`src/verilog/fsf_pkg.sv`:
```
package fsf_pkg;

  // register byte offsets
  localparam logic [7:0] FSF_OFS_STATUS  = 8'h00;
  localparam logic [7:0] FSF_OFS_CONTROL = 8'h04;
  localparam logic [7:0] FSF_OFS_MODE    = 8'h08;
  localparam logic [7:0] FSF_OFS_FIFOCTL = 8'h0c;
  localparam logic [7:0] FSF_OFS_TXPORT  = 8'h10;
  localparam logic [7:0] FSF_OFS_RXPORT  = 8'h14;

  // status word layout
  localparam int FSF_ST_ERRCNT_LSB = 8;
  localparam int FSF_ST_RXFAULT    = 7;
  localparam int FSF_ST_TXDONE     = 6;
  localparam int FSF_ST_TXLOW      = 5;
  localparam int FSF_ST_FRAMING    = 3;
  localparam int FSF_ST_PARITY     = 2;
  localparam logic [15:0] FSF_STATUS_RST = 16'h0060;

  // control, mode and fifo control fields
  localparam int FSF_CTL_TX_ON      = 5;
  localparam int FSF_CTL_RX_ON      = 4;
  localparam int FSF_MODE_PAR_ODD   = 0;
  localparam int FSF_MODE_PAR_EN    = 1;
  localparam int FSF_MODE_TWO_STOP  = 2;
  localparam int FSF_FCR_TTRG_LSB   = 4;
  localparam logic [7:0] FSF_CTL_RST  = 8'h00;
  localparam logic [7:0] FSF_MODE_RST = 8'h00;
  localparam logic [7:0] FSF_FCR_RST  = 8'h00;

  // transmit trigger levels selected by the two trigger bits
  localparam logic [4:0] FSF_TTRG_L0 = 5'h08;
  localparam logic [4:0] FSF_TTRG_L1 = 5'h04;
  localparam logic [4:0] FSF_TTRG_L2 = 5'h02;
  localparam logic [4:0] FSF_TTRG_L3 = 5'h01;

  localparam int FSF_TX_DEPTH = 16;
  localparam int FSF_RX_DEPTH = 16;

endpackage

```
`src/verilog/fsf_rx_fifo.sv`:
```
`timescale 1ns/1ns
module fsf_rx_fifo
  import fsf_pkg::*;
#(
  parameter int DEPTH = FSF_RX_DEPTH,
  parameter int AW    = 4
)(
  input  wire logic       pclk,        // peripheral clock
  input  wire logic       presetn,     // async reset, active low
  input  wire logic       flush,       // standby: empty the fifo
  input  wire logic       in_valid,    // received character strobe
  input  wire logic [7:0] in_data,     // received data bits
  input  wire logic       in_parity,   // received parity bit
  input  wire logic       in_stop1,    // first sampled stop bit
  input  wire logic       parity_en,   // parity checking on
  input  wire logic       parity_odd,  // odd parity selected
  input  wire logic       pop,         // software read of rx port
  output logic      [7:0] out_data,    // character at the fifo head
  output logic            out_fer,     // framing fault of last read
  output logic            out_per,     // parity fault of last read
  output logic            err_event,   // errored character accepted
  output logic      [7:0] err_count    // errored entries held
);

  logic [9:0]  mem_q [DEPTH];
  logic [AW:0] cnt_q, cnt_d;
  logic [AW-1:0] wp_q, wp_d, rp_q, rp_d;
  logic [7:0]  ec_q, ec_d;
  logic        fer_q, fer_d, per_q, per_d;
  logic        fe, pe, push, pop_ok;
  logic [9:0]  head;

  // an empty fifo shows zero rather than stale storage
  assign out_data  = (cnt_q != '0) ? head[7:0] : 8'h00;
  assign out_fer   = fer_q;
  assign out_per   = per_q;
  assign err_count = ec_q;
  assign head      = mem_q[rp_q];

  // only the first stop bit is looked at; a second one is never sampled
  assign fe = ~in_stop1;
  assign pe = parity_en & ((^{in_data, in_parity}) != parity_odd);
  // errored characters still enter the fifo; a full fifo drops the char
  assign push      = in_valid & (cnt_q != (AW+1)'(DEPTH));
  assign pop_ok    = pop & (cnt_q != '0);
  assign err_event = push & (fe | pe);

  // pointer, count and read-out next values
  always_comb
  begin
    wp_d  = wp_q;
    rp_d  = rp_q;
    cnt_d = cnt_q;
    ec_d  = ec_q;
    fer_d = fer_q;
    per_d = per_q;
    if (push)
    begin
      wp_d = wp_q + 1'b1;
    end
    if (pop_ok)
    begin
      rp_d  = rp_q + 1'b1;
      fer_d = head[8];
      per_d = head[9];
    end
    cnt_d = cnt_q + (AW+1)'(push) - (AW+1)'(pop_ok);
    ec_d  = ec_q + 8'(err_event) - 8'(pop_ok & (head[8] | head[9]));
    if (flush)
    begin
      wp_d  = '0;
      rp_d  = '0;
      cnt_d = '0;
      ec_d  = '0;
      fer_d = 1'b0;
      per_d = 1'b0;
    end
  end

  always_ff @(posedge pclk or negedge presetn)
  begin
    if (!presetn)
    begin
      wp_q  <= '0;
      rp_q  <= '0;
      cnt_q <= '0;
      ec_q  <= 8'h00;
      fer_q <= 1'b0;
      per_q <= 1'b0;
    end
    else
    begin
      wp_q  <= wp_d;
      rp_q  <= rp_d;
      cnt_q <= cnt_d;
      ec_q  <= ec_d;
      fer_q <= fer_d;
      per_q <= per_d;
    end
  end

  // storage has no reset; entries are only read after being written
  always_ff @(posedge pclk)
  begin
    if (push)
    begin
      mem_q[wp_q] <= {pe, fe, in_data};
    end
  end

endmodule

```
`src/verilog/fsf_status.sv`:
```
// The address map and the APB slave port were chosen for this implementation.
`timescale 1ns/1ns
module fsf_status
  import fsf_pkg::*;
#(
  parameter int TX_DEPTH = FSF_TX_DEPTH
)(
  input  wire logic        pclk,           // peripheral clock
  input  wire logic        presetn,        // async reset, active low
  input  wire logic        standby,        // standby entry level
  input  wire logic        module_standby, // module standby level
  input  wire logic        psel,           // apb select
  input  wire logic        penable,        // apb access phase
  input  wire logic        pwrite,         // apb write
  input  wire logic [7:0]  paddr,          // apb byte address
  input  wire logic [31:0] pwdata,         // apb write data
  output logic      [31:0] prdata,         // apb read data
  output logic             pready,         // apb ready
  output logic             pslverr,        // apb error on unmapped
  input  wire logic        rx_char_valid,  // received character strobe
  input  wire logic [7:0]  rx_char_data,   // received data bits
  input  wire logic        rx_char_parity, // received parity bit
  input  wire logic        rx_char_stop1,  // first sampled stop bit
  input  wire logic        tx_shift_load,  // shifter took a byte
  input  wire logic        tx_last_bit,    // last bit of a char sent
  output logic             tx_push,        // byte written to tx fifo
  output logic      [7:0]  tx_push_data,   // that byte
  output logic             rx_enable,      // rx_on_bit of control word
  output logic             tx_enable       // tx_on_bit of control word
);

  localparam logic [4:0] TXD = 5'(TX_DEPTH);

  logic        stby;
  logic        setup, access, wr, rd, mapped;
  logic        wr_ctl, wr_mode, wr_fcr, rd_status;
  logic [31:0] rdat_d, rdat_q;
  logic [7:0]  ctl_q, ctl_d, mode_q, mode_d, fcr_q, fcr_d;
  logic        er_q, er_d, tx_finished_flag_q, tx_finished_flag_d, tx_fifo_low_flag_q, tx_fifo_low_flag_d;
  logic [2:0]  seen_q, seen_d;
  logic [4:0]  txc_q, txc_d, bud_q, bud_d, trig;
  logic        txp_q, txp_d;
  logic [7:0]  txb_q, txb_d;
  logic        tx_wr, tx_ok, pop_ok, er_set, tx_finished_flag_set, tx_fifo_low_flag_set, tx_fifo_low_flag_clr;
  logic [2:0]  clr0;
  logic [15:0] status;
  logic [7:0]  rx_byte, err_cnt;
  logic        rx_fer, rx_per, rx_err;

  assign stby    = standby | module_standby;
  assign setup   = psel & ~penable;
  assign access  = psel & penable;
  assign wr      = access & pwrite;
  assign rd      = access & ~pwrite;
  // register decodes shared by the next-value logic below
  assign wr_ctl    = wr & (paddr == FSF_OFS_CONTROL);
  assign wr_mode   = wr & (paddr == FSF_OFS_MODE);
  assign wr_fcr    = wr & (paddr == FSF_OFS_FIFOCTL);
  assign rd_status = rd & (paddr == FSF_OFS_STATUS);
  assign pready  = 1'b1;
  assign prdata  = rdat_q;
  assign mapped  = paddr inside {FSF_OFS_STATUS, FSF_OFS_CONTROL, FSF_OFS_MODE,
                                 FSF_OFS_FIFOCTL, FSF_OFS_TXPORT, FSF_OFS_RXPORT};
  assign pslverr = access & ~mapped;
  assign rx_enable    = ctl_q[FSF_CTL_RX_ON];
  assign tx_enable    = ctl_q[FSF_CTL_TX_ON];
  assign tx_push      = txp_q;
  assign tx_push_data = txb_q;

  // count of errored entries above, flags below
  assign status = {err_cnt, er_q, tx_finished_flag_q, tx_fifo_low_flag_q, 1'b0, rx_fer, rx_per, 2'b00};

  // receive fifo; reading the rx port pops it
  fsf_rx_fifo #(
    .DEPTH (FSF_RX_DEPTH),
    .AW    (4)
  ) u_rx (
    .pclk       (pclk),
    .presetn    (presetn),
    .flush      (stby),
    .in_valid   (rx_char_valid & ctl_q[FSF_CTL_RX_ON]),
    .in_data    (rx_char_data),
    .in_parity  (rx_char_parity),
    .in_stop1   (rx_char_stop1),
    .parity_en  (mode_q[FSF_MODE_PAR_EN]),
    .parity_odd (mode_q[FSF_MODE_PAR_ODD]),
    .pop        (rd & (paddr == FSF_OFS_RXPORT)),
    .out_data   (rx_byte),
    .out_fer    (rx_fer),
    .out_per    (rx_per),
    .err_event  (rx_err),
    .err_count  (err_cnt)
  );

  // trigger level from the two trigger bits
  always_comb
  begin
    case (fcr_q[FSF_FCR_TTRG_LSB +: 2])
      2'd0:    trig = FSF_TTRG_L0;
      2'd1:    trig = FSF_TTRG_L1;
      2'd2:    trig = FSF_TTRG_L2;
      default: trig = FSF_TTRG_L3;
    endcase
  end

  // transmit fifo bookkeeping; full or out of budget writes are dropped
  assign tx_wr  = wr & (paddr == FSF_OFS_TXPORT);
  assign tx_ok  = tx_wr & (txc_q != TXD) & ~(tx_fifo_low_flag_q & (bud_q == 5'h00));
  assign pop_ok = tx_shift_load & (txc_q != 5'h00);

  // flag events
  assign er_set   = rx_err;
  assign tx_finished_flag_set = (tx_last_bit & (txc_q == 5'h00)) |
                    (ctl_q[FSF_CTL_TX_ON] & ~ctl_d[FSF_CTL_TX_ON]);
  assign tx_fifo_low_flag_set = pop_ok & (txc_q == trig);
  assign tx_fifo_low_flag_clr = tx_ok & (txc_d > trig);

  // a 0 written to a flag that was seen as 1 since its last set
  always_comb
  begin
    clr0 = 3'b000;
    if (wr && (paddr == FSF_OFS_STATUS))
    begin
      clr0 = ~pwdata[FSF_ST_RXFAULT:FSF_ST_TXLOW] & seen_q;
    end
  end

  // control, mode and fifo control words; standby resets only the control word
  always_comb
  begin
    ctl_d  = ctl_q;
    mode_d = mode_q;
    fcr_d  = fcr_q;
    if (wr_ctl)
    begin
      ctl_d = pwdata[7:0];
    end
    if (wr_mode)
    begin
      mode_d = pwdata[7:0];
    end
    if (wr_fcr)
    begin
      fcr_d = pwdata[7:0];
    end
    if (stby)
    begin
      ctl_d = FSF_CTL_RST;
    end
  end

  // the trigger choice survives standby, so software need not restore it
  always_ff @(posedge pclk or negedge presetn)
  begin
    if (!presetn)
    begin
      ctl_q  <= FSF_CTL_RST;
      mode_q <= FSF_MODE_RST;
      fcr_q  <= FSF_FCR_RST;
    end
    else
    begin
      ctl_q  <= ctl_d;
      mode_q <= mode_d;
      fcr_q  <= fcr_d;
    end
  end

  // transmit count, write budget and the byte pushed towards the shifter
  always_comb
  begin
    txc_d = txc_q + 5'(tx_ok) - 5'(pop_ok);
    bud_d = bud_q;
    if (tx_ok && tx_fifo_low_flag_q)
    begin
      bud_d = bud_q - 5'h01;
    end
    // the budget restarts whenever the low flag sets afresh
    if (tx_fifo_low_flag_set)
    begin
      bud_d = TXD - trig;
    end
    txp_d = tx_ok;
    txb_d = tx_ok ? pwdata[7:0] : txb_q;
    // standby empties the count but keeps the trigger, so reload from it
    if (stby)
    begin
      txc_d = 5'h00;
      bud_d = TXD - trig;
      txp_d = 1'b0;
    end
  end

  // the push byte keeps its last value; only the pulse qualifies it
  always_ff @(posedge pclk or negedge presetn)
  begin
    if (!presetn)
    begin
      txc_q <= 5'h00;
      bud_q <= TXD - FSF_TTRG_L0;
      txp_q <= 1'b0;
      txb_q <= 8'h00;
    end
    else
    begin
      txc_q <= txc_d;
      bud_q <= bud_d;
      txp_q <= txp_d;
      txb_q <= txb_d;
    end
  end

  // flag next values; a set beats a same-cycle clear
  always_comb
  begin
    // receiver enable plays no part here, so turning it off keeps the flag
    er_d   = er_set | (er_q & ~clr0[2]);
    tx_finished_flag_d = tx_finished_flag_set | (tx_finished_flag_q & ~clr0[1] & ~tx_ok);
    tx_fifo_low_flag_d = tx_fifo_low_flag_set | (tx_fifo_low_flag_q & ~clr0[0] & ~tx_fifo_low_flag_clr);
    seen_d = seen_q & ~clr0;
    if (rd_status)
    begin
      // only a 1 that the bus really returned arms the clear
      seen_d = seen_d | (rdat_q[FSF_ST_RXFAULT:FSF_ST_TXLOW] & {er_q, tx_finished_flag_q, tx_fifo_low_flag_q});
    end
    // a fresh set needs a fresh read before a clear counts
    seen_d = seen_d & ~{er_set, tx_finished_flag_set, tx_fifo_low_flag_set};
    if (stby)
    begin
      er_d   = FSF_STATUS_RST[FSF_ST_RXFAULT];
      tx_finished_flag_d = FSF_STATUS_RST[FSF_ST_TXDONE];
      tx_fifo_low_flag_d = FSF_STATUS_RST[FSF_ST_TXLOW];
      seen_d = 3'b000;
    end
  end

  // seen bits clear when the flags reset so a reset never arms a clear
  always_ff @(posedge pclk or negedge presetn)
  begin
    if (!presetn)
    begin
      er_q   <= FSF_STATUS_RST[FSF_ST_RXFAULT];
      tx_finished_flag_q <= FSF_STATUS_RST[FSF_ST_TXDONE];
      tx_fifo_low_flag_q <= FSF_STATUS_RST[FSF_ST_TXLOW];
      seen_q <= 3'b000;
    end
    else
    begin
      er_q   <= er_d;
      tx_finished_flag_q <= tx_finished_flag_d;
      tx_fifo_low_flag_q <= tx_fifo_low_flag_d;
      seen_q <= seen_d;
    end
  end

  // read data captured in setup so it stands through the access phase
  // limitation: a char that lands in an empty rx fifo during setup is popped unseen
  always_comb
  begin
    rdat_d = rdat_q;
    if (setup)
    begin
      case (paddr)
        FSF_OFS_STATUS:  rdat_d = {16'h0000, status};
        FSF_OFS_CONTROL: rdat_d = {24'h000000, ctl_q};
        FSF_OFS_MODE:    rdat_d = {24'h000000, mode_q};
        FSF_OFS_FIFOCTL: rdat_d = {24'h000000, fcr_q};
        FSF_OFS_TXPORT:  rdat_d = {27'h0000000, txc_q};
        FSF_OFS_RXPORT:  rdat_d = {24'h000000, rx_byte}; // head of the rx fifo
        default:         rdat_d = 32'h00000000;
      endcase
    end
  end

  // read data register
  always_ff @(posedge pclk or negedge presetn)
  begin
    if (!presetn)
    begin
      rdat_q <= 32'h00000000;
    end
    else
    begin
      rdat_q <= rdat_d;
    end
  end

endmodule

```
`config.mk`:
```
export PLATFORM = sky130hd
export DESIGN_NAME = fsf_status
export DESIGN_NICKNAME = d
export VERILOG_FILES = /design/src/verilog/fsf_pkg.sv /design/src/verilog/fsf_rx_fifo.sv /design/src/verilog/fsf_status.sv
export SDC_FILE = /design/constraint.sdc
export NUM_CORES = 1
export LEC_CHECK = 0
export BUFFER_PORTS_ARGS = -buffer_cell sky130_fd_sc_hd__clkbuf_2
export CAP_MARGIN = 40
export CELL_PAD_IN_SITES_DETAIL_PLACEMENT = 0
export CELL_PAD_IN_SITES_GLOBAL_PLACEMENT = 1
export CORE_MARGIN = 3
export CORE_UTILIZATION = 40
export CTS_CLUSTER_DIAMETER = 120
export CTS_CLUSTER_SIZE = 16
export DETAILED_ROUTE_END_ITERATION = 16
export HOLD_SLACK_MARGIN = 0.15
export PLACE_DENSITY = 0.72
export SLEW_MARGIN = 10
export SYNTH_ARGS = -nofsm -noshare
export SYNTH_HDL_FRONTEND = slang
export SYNTH_HIERARCHICAL = 1
export SYNTH_SLANG_ARGS = --single-unit
export TNS_END_PERCENT = 50
```
`constraint.sdc`:
```
create_clock -name pclk -period 11.1 [get_ports pclk]
set_clock_uncertainty 0.15 [all_clocks]
set_input_delay 1.11 -clock pclk [delete_from_list [all_inputs] [get_ports pclk]]
set_output_delay 1.11 -clock pclk [all_outputs]
set_load 0.01 [all_outputs]
```
# Word level (Yosys, flattened, before mapping)
# Memories as Yosys holds them, arrays and structs flattened.
# Cells that the tools add are included.
# op_classes
add_sub_neg	10
magnitude_cmp	1
eq_ne	11
mux	28
n_bitwise	56
reduce_logical	14
# ops
cell	n
case mux 16 bit (6 select lines)	1
2-to-1 mux 8 bit	4
bitwise AND 1 bit	29
2-to-1 mux 5 bit	5
equality test 8 x 4 -> 1 bit, second input constant	2
equality test 8 x 5 -> 1 bit, second input constant	2
2-to-1 mux 4 bit	4
bitwise AND 3 bit	4
case mux 4 bit (3 select lines)	1
inverter 1 bit	11
adder 5 x 1 -> 5 bit	2
zero test 5 bit	2
2-to-1 mux 1 bit	10
inequality test 5 bit, second input constant	2
nonzero test 5 bit	2
subtractor 5 x 1 -> 5 bit	2
2-to-1 mux 3 bit	3
inverter 3 bit	3
parity 9 bit	1
adder 4 x 1 -> 4 bit, second input constant	2
adder 8 x 1 -> 8 bit	1
bitwise AND 1 x 8 -> 8 bit	1
equality test 8 x 3 -> 1 bit, second input constant	1
zero test 8 bit	1
other kinds (15)	24
# totals
reg_bits	104
ramBits	160
input_bits	60
mem_count	1
# memory_table
memory	depth	width	rd	rd_ports_with_merged_regs	wr	line_no	text
u_rx.mem_q	16	10	1	0	1	fsf_rx_fifo.sv:25	logic [9:0] mem_q [DEPTH];

# Depth between registers and ports, before layout
# depth
depth_word	14
ltp_mapped	17

# By module
# The synthesis kept the hierarchy.
# by_module_without_submodules
module	n_inst	cells_each	area_per_inst_um2	seq_area_each_um2
fsf_rx_fifo	1	428	7724.9	5380.2
fsf_status	1	351	3667.3	1630.3

# Worst setup path before layout
# OpenSTA, ideal clock, no wires.
# synth_path
path_type	input-to-reg
start	input port paddr[2]
end	register tx_fifo_low_flag_q
arrival_ps	3875
required_time_ps	10888
slack_ps	7013
stages	15
cell_sequence	clkbuf_1 > buf_2 > nor4_1 > nand4_1 > ha_1 > inv_1 > ha_1 > fa_1 > and2_1 > ha_1 > nor2b_1 > o211ai_1 > a21oi_1 > o21bai_1 > a31o_1
# synth_via
elab_chain_len	13
elab_cells_between_ends	18
classes_between	2 x add/sub; 1 x order compare; 1 x eq/ne; 3 x mux; 9 x bitwise; 2 x reduce/logical
# synth_lines
item	line_no	text
from (decl)	fsf_status.sv:15	input wire logic [7:0] paddr,
equality test 8 x 5 -> 1 bit	fsf_status.sv:107	assign tx_wr = wr & (paddr == FSF_OFS_TXPORT);
bitwise AND 1 bit	fsf_status.sv:107	
bitwise AND 1 bit (2 in a row)	fsf_status.sv:108	assign tx_ok = tx_wr & (txc_q != TXD) & ~(tx_fifo_low_flag_q & (bud_q == 5'h00));
adder 5 x 1 -> 5 bit	fsf_status.sv:172	txc_d = txc_q + 5'(tx_ok) - 5'(pop_ok);
subtractor 5 x 1 -> 5 bit	fsf_status.sv:172	
2-to-1 mux 5 bit	fsf_status.sv:186	if (stby)
named net txc_d[1]	fsf_status.sv:41	logic [4:0] txc_q, txc_d, bud_q, bud_d, trig;
> comparator 5 bit	fsf_status.sv:116	assign tx_fifo_low_flag_clr = tx_ok & (txc_d > trig);
bitwise AND 1 bit	fsf_status.sv:116	
inverter 1 bit	fsf_status.sv:219	tx_fifo_low_flag_d = tx_fifo_low_flag_set | (tx_fifo_low_flag_q & ~clr0[0] & ~tx_fifo_low_flag_clr);
bitwise AND 1 bit	fsf_status.sv:219	
OR 1 bit	fsf_status.sv:219	
2-to-1 mux 1 bit	fsf_status.sv:228	if (stby)
named net tx_fifo_low_flag_d	fsf_status.sv:39	logic er_q, er_d, tx_finished_flag_q, tx_finished_flag_d, tx_fifo_low_flag_q, tx_fifo_low_flag_d;
to (signal assigned)	fsf_status.sv:244	tx_fifo_low_flag_q <= FSF_STATUS_RST[FSF_ST_TXLOW];
to (signal assigned)	fsf_status.sv:251	tx_fifo_low_flag_q <= tx_fifo_low_flag_d;
to (decl)	fsf_status.sv:39	
# The timed path passes the listed nets, and every way through them passes these cells.
# A chain may end at the register's enable or synchronous reset.

# Worst setup path after layout
# layout_path
start	input port paddr[4]
end	register tx_fifo_low_flag_q
# The elaborated chain is that of the path after synthesis.

==> flow_summary.yaml <==
synthesis:
  ys_seq_area_share_pct: 61.5
  synth_edf_count: 160
  yosysWarningCount: 6
  yosys_most_used_dff: "edfxtp_1"
  ys_ff_latch: 248
  netlist_area_um2: 11400
  avgSynthCellArea_um2: 14.6
  async_reset_ff_share_pct: 35.5
  synthCells: 779
  ys_types: 66
finish:
  instances_no_fill: 1232
  drive_gt1_share_pct: 21.9
  syn_to_final_growth_pct: 11.3
  regArea_um2: 7010
  fillCellCount: 2486
  multiInputGateArea_um2: 4050
  antennaDiodeCount: 0
  nets: 936
setup_path:
  worst_setup_path_end_kind: "flop"
  r2r_start: "u_rx/rp_q[0]"
  critPathMaxFanout: 22
  worst_r2r_endpoint: "u_rx/err_count[6]"
  worstSetupPathType: "in -> reg"
  start_kind: "input pin"
  cp.buffers_inverters: 2
  reg2reg_slack_ns: 7.15
  critPathTopFamily: "adder cells"
  crit_top_cell: "ha_1"
  cp_slowest_cell: "fa_1"
  rr_worst_depth: 16
  critPathRequiredTime_ns: 11.39
  critical_path_arrival_ns: 4.59
  crit_chain: "clkbuf_2 -> nand2b_1 -> nor4_1 -> nand4_1 -> ha_1 -> inv_1 -> ha_1 -> fa_1 -> and2_1 -> ha_1 -> nor2b_1 -> o211ai_1 -> a21oi_1 -> o21bai_1 -> a31o_1"
  cp_slowest_stage_delay_ns: 0.47
clock_tree:
  ctsHoldBuffers: 0
  cts_setup_buffers: 0
  cts_sinks: 248
  cts_buffer_depth: 3
  cts_made_buffers: 19
  cts-resized-gates: 0
  clk_latency_ns: 0.50
  clk_pin_slew_ns: 0.07
  h-tree-depth: 1
  cts_tree: "built"
  clockRootBuffer: "clkbuf_16"
grt:
  gr-total-overflow: 0
  grt_util_all_layers_pct: 15.3
  grt_max_degree: 49
  grt_pass1_vias: 6317
  antenna_found_initial: 0
  grt_pass1_wl_mm: 37.0
route:
  drt_iter0_drc: 417
  viasPerCell: 5.18
  drc_errors: 0
  detail-route-antenna-nets: 0
  via_count: 6382
  detail_route.wl_per_cell_um: 18.8
  routed_wirelength_mm: 23.2
  dr.pass1.iters: 4
floorplanning:
  row_count: 61
  die_h_um: 175
  start_util_pct: 40.8
  design.die.area_um2: 30500
  die_w_um: 175
  core-area_um2: 27900
  io_pins: 105
timing:
  fin_ws_ns: 6.80
  tightest_slew_ns: 0.983
  fin_crit_ns: 4.30
  hold_viol_final: 0
  setup_viol: 0
  maxSlewHeadroom_pct: 34.0
  fmax_mhz: 233
  drv_slew: 0
  tns_ns: 0
  grt_setup_unrepaired: "no"
  fin_crit_sh_pct: 38.7
min_path:
  hp-start: "prdata[0]"
  holdPathEnd: "prdata[0]"
  hold_depth: 2
  min_path_type: "reg -> reg"
power_and_ir_drop:
  swShare_pct: 22.8
  seq_power_share_pct: 56.2
  p_switching_w: 0.000406
  powerDensity_nw_per_um2: 140
  total_leakage_power_nw: 4.81
  p_comb_share_pct: 8.3
  ir_drop_uv: 101
  internal-power_w: 0.00137
  clockPowerShare_pct: 35.5
place:
  place.gp.congestion: 0.755
  port_buffers: 63
  hpwl_mm: 15.8
  dpl_worst_slack_ns: 6.28
  post-place-cells: 1198
outcome:
  status: "completed"
job:
  drv_cap: 0
## state kept, by name (all words and copies together), names as in the netlist, 8 cells and up
| name | cells |
|---|---|
| ctl_q | 8 |
| prdata | 16 |
| tx_push_data | 8 |
| fcr_q | 8 |
| u_rx/mem_q | 160 |
| mode_q | 8 |
| u_rx/err_count | 8 |
## layout make-up
type / count / share of cell area, %
flip-flops and latches: 248 / 55.3
clock inverters: 2 / 0.138
repair buffers: 75 / 3.53
inverters: 41 / 1.21
clock buffers: 32 / 4.13
well taps: 378 / 3.73
multi-input cells: 456 / 32.0
## logic make-up (layout without fill, tap and decap cells)
kind of cell | Yosys count | count (layout) | synth area share [%]
adder cells (fa/ha/maj) | 35 | 35 | 4.04
AO/OA/AOI/OAI | 97 | 97 | 5.66
buffers and inverters | 90 | 150 | 3.92
multiplexers | 87 | 87 | 13.3
flip-flops | 248 | 248 | 61.5
XOR/XNOR | 29 | 29 | 2.35
AND/OR/NAND/NOR | 191 | 191 | 9.09
other | 2 | 17 | 0.0659
## cells in the mapped netlist (11+ instances only)
| master | instances | area, µm² |
|---|---|---|
| dfrtp_1 | 85 | 2130 |
| nand3_1 | 16 | 80.1 |
| xnor2_1 | 21 | 184 |
| nor2_1 | 41 | 154 |
| a21oi_1 | 30 | 150 |
| buf_4 | 18 | 135 |
| o21ai_0 | 11 | 55.1 |
| nor2b_1 | 20 | 125 |
| edfxtp_1 | 160 | 4800 |
| mux4_2 | 49 | 1100 |
| mux2_2 | 19 | 214 |
| inv_1 | 39 | 146 |
| ha_1 | 32 | 400 |
| clkbuf_1 | 15 | 56.3 |
| a22oi_1 | 15 | 113 |
| nand2_1 | 47 | 176 |
## routing by layer
metal,part of all wire (%),global-route usage [%],wire length (µm)
met5,0,0,0
met4,1.4,2.76,325
met3,4.8,2.30,1110
met2,46,23.9,10700
met1,48,23.2,11000
## placed cells by master (no fill, tap or decap), types with 10 or more instances in the layout
master,n
mux4_2,49
clkbuf_2,62
nand2_1,47
ha_1,32
nor2_1,41
buf_4,11
clkbuf_1,13
xnor2_1,21
dfrtp_1,84
clkbuf_16,19
nand3_1,16
conb_1,17
inv_1,39
a21oi_1,30
edfxtp_1,160
mux2_2,19
o21ai_0,11
a22oi_1,15
mux2i_1,10
nor2b_1,20
## worst register-to-register path, cell delays in order, from the launching register on
cell and delay [ns]:
dfrtp_2 0.34, buf_4 0.27, buf_16 0.29, mux4_2 0.54
a22oi_1 0.20, nand3_1 0.16, nor2_1 0.13, nor2_1 0.07
ha_1 0.28, inv_1 0.04, ha_1 0.20, fa_1 0.40
a21o_1 0.17, a21o_1 0.20, a21oi_1 0.19, or4_1 0.13
nand3_1 0.06
## worst max-delay path by stage
stage	end	depth (start not counted)	start	slack, ns
finish	tx_fifo_low_flag_q	15	paddr[4]	6.80
global route	tx_fifo_low_flag_q	15	paddr[4]	6.56
CTS	tx_fifo_low_flag_q	15	paddr[4]	6.80
detailed placement	tx_fifo_low_flag_q	15	paddr[4]	6.28
global placement	tx_fifo_low_flag_q	15	paddr[4]	6.29
floorplan	tx_fifo_low_flag_q	15	paddr[2]	7.01
## power groups by stage
stage	clock network (W)	registers [W]	logic, W
floorplan	0	0.00102	0.000105
global placement	0	0.00102	0.000145
detailed placement	0	0.00102	0.000147
CTS	0.000661	0.00100	0.000148
global route	0.000697	0.00100	0.000167
finish	0.000632	0.00100	0.000147
## metrics by stage
stage               power [W]  util [%]  hold slack [ns]  cell area (µm²)
CTS                   0.00181      45.4            0.333            12700
global placement      0.00117      43.1            0.318            12000
floorplan             0.00112         -            0.316            11400
detailed placement    0.00117      43.5            0.329            12100
global route          0.00187      45.4            0.350            12700
finish                0.00178      45.4            0.338            12700
Note: power is estimated with default switching activity, not from simulation.
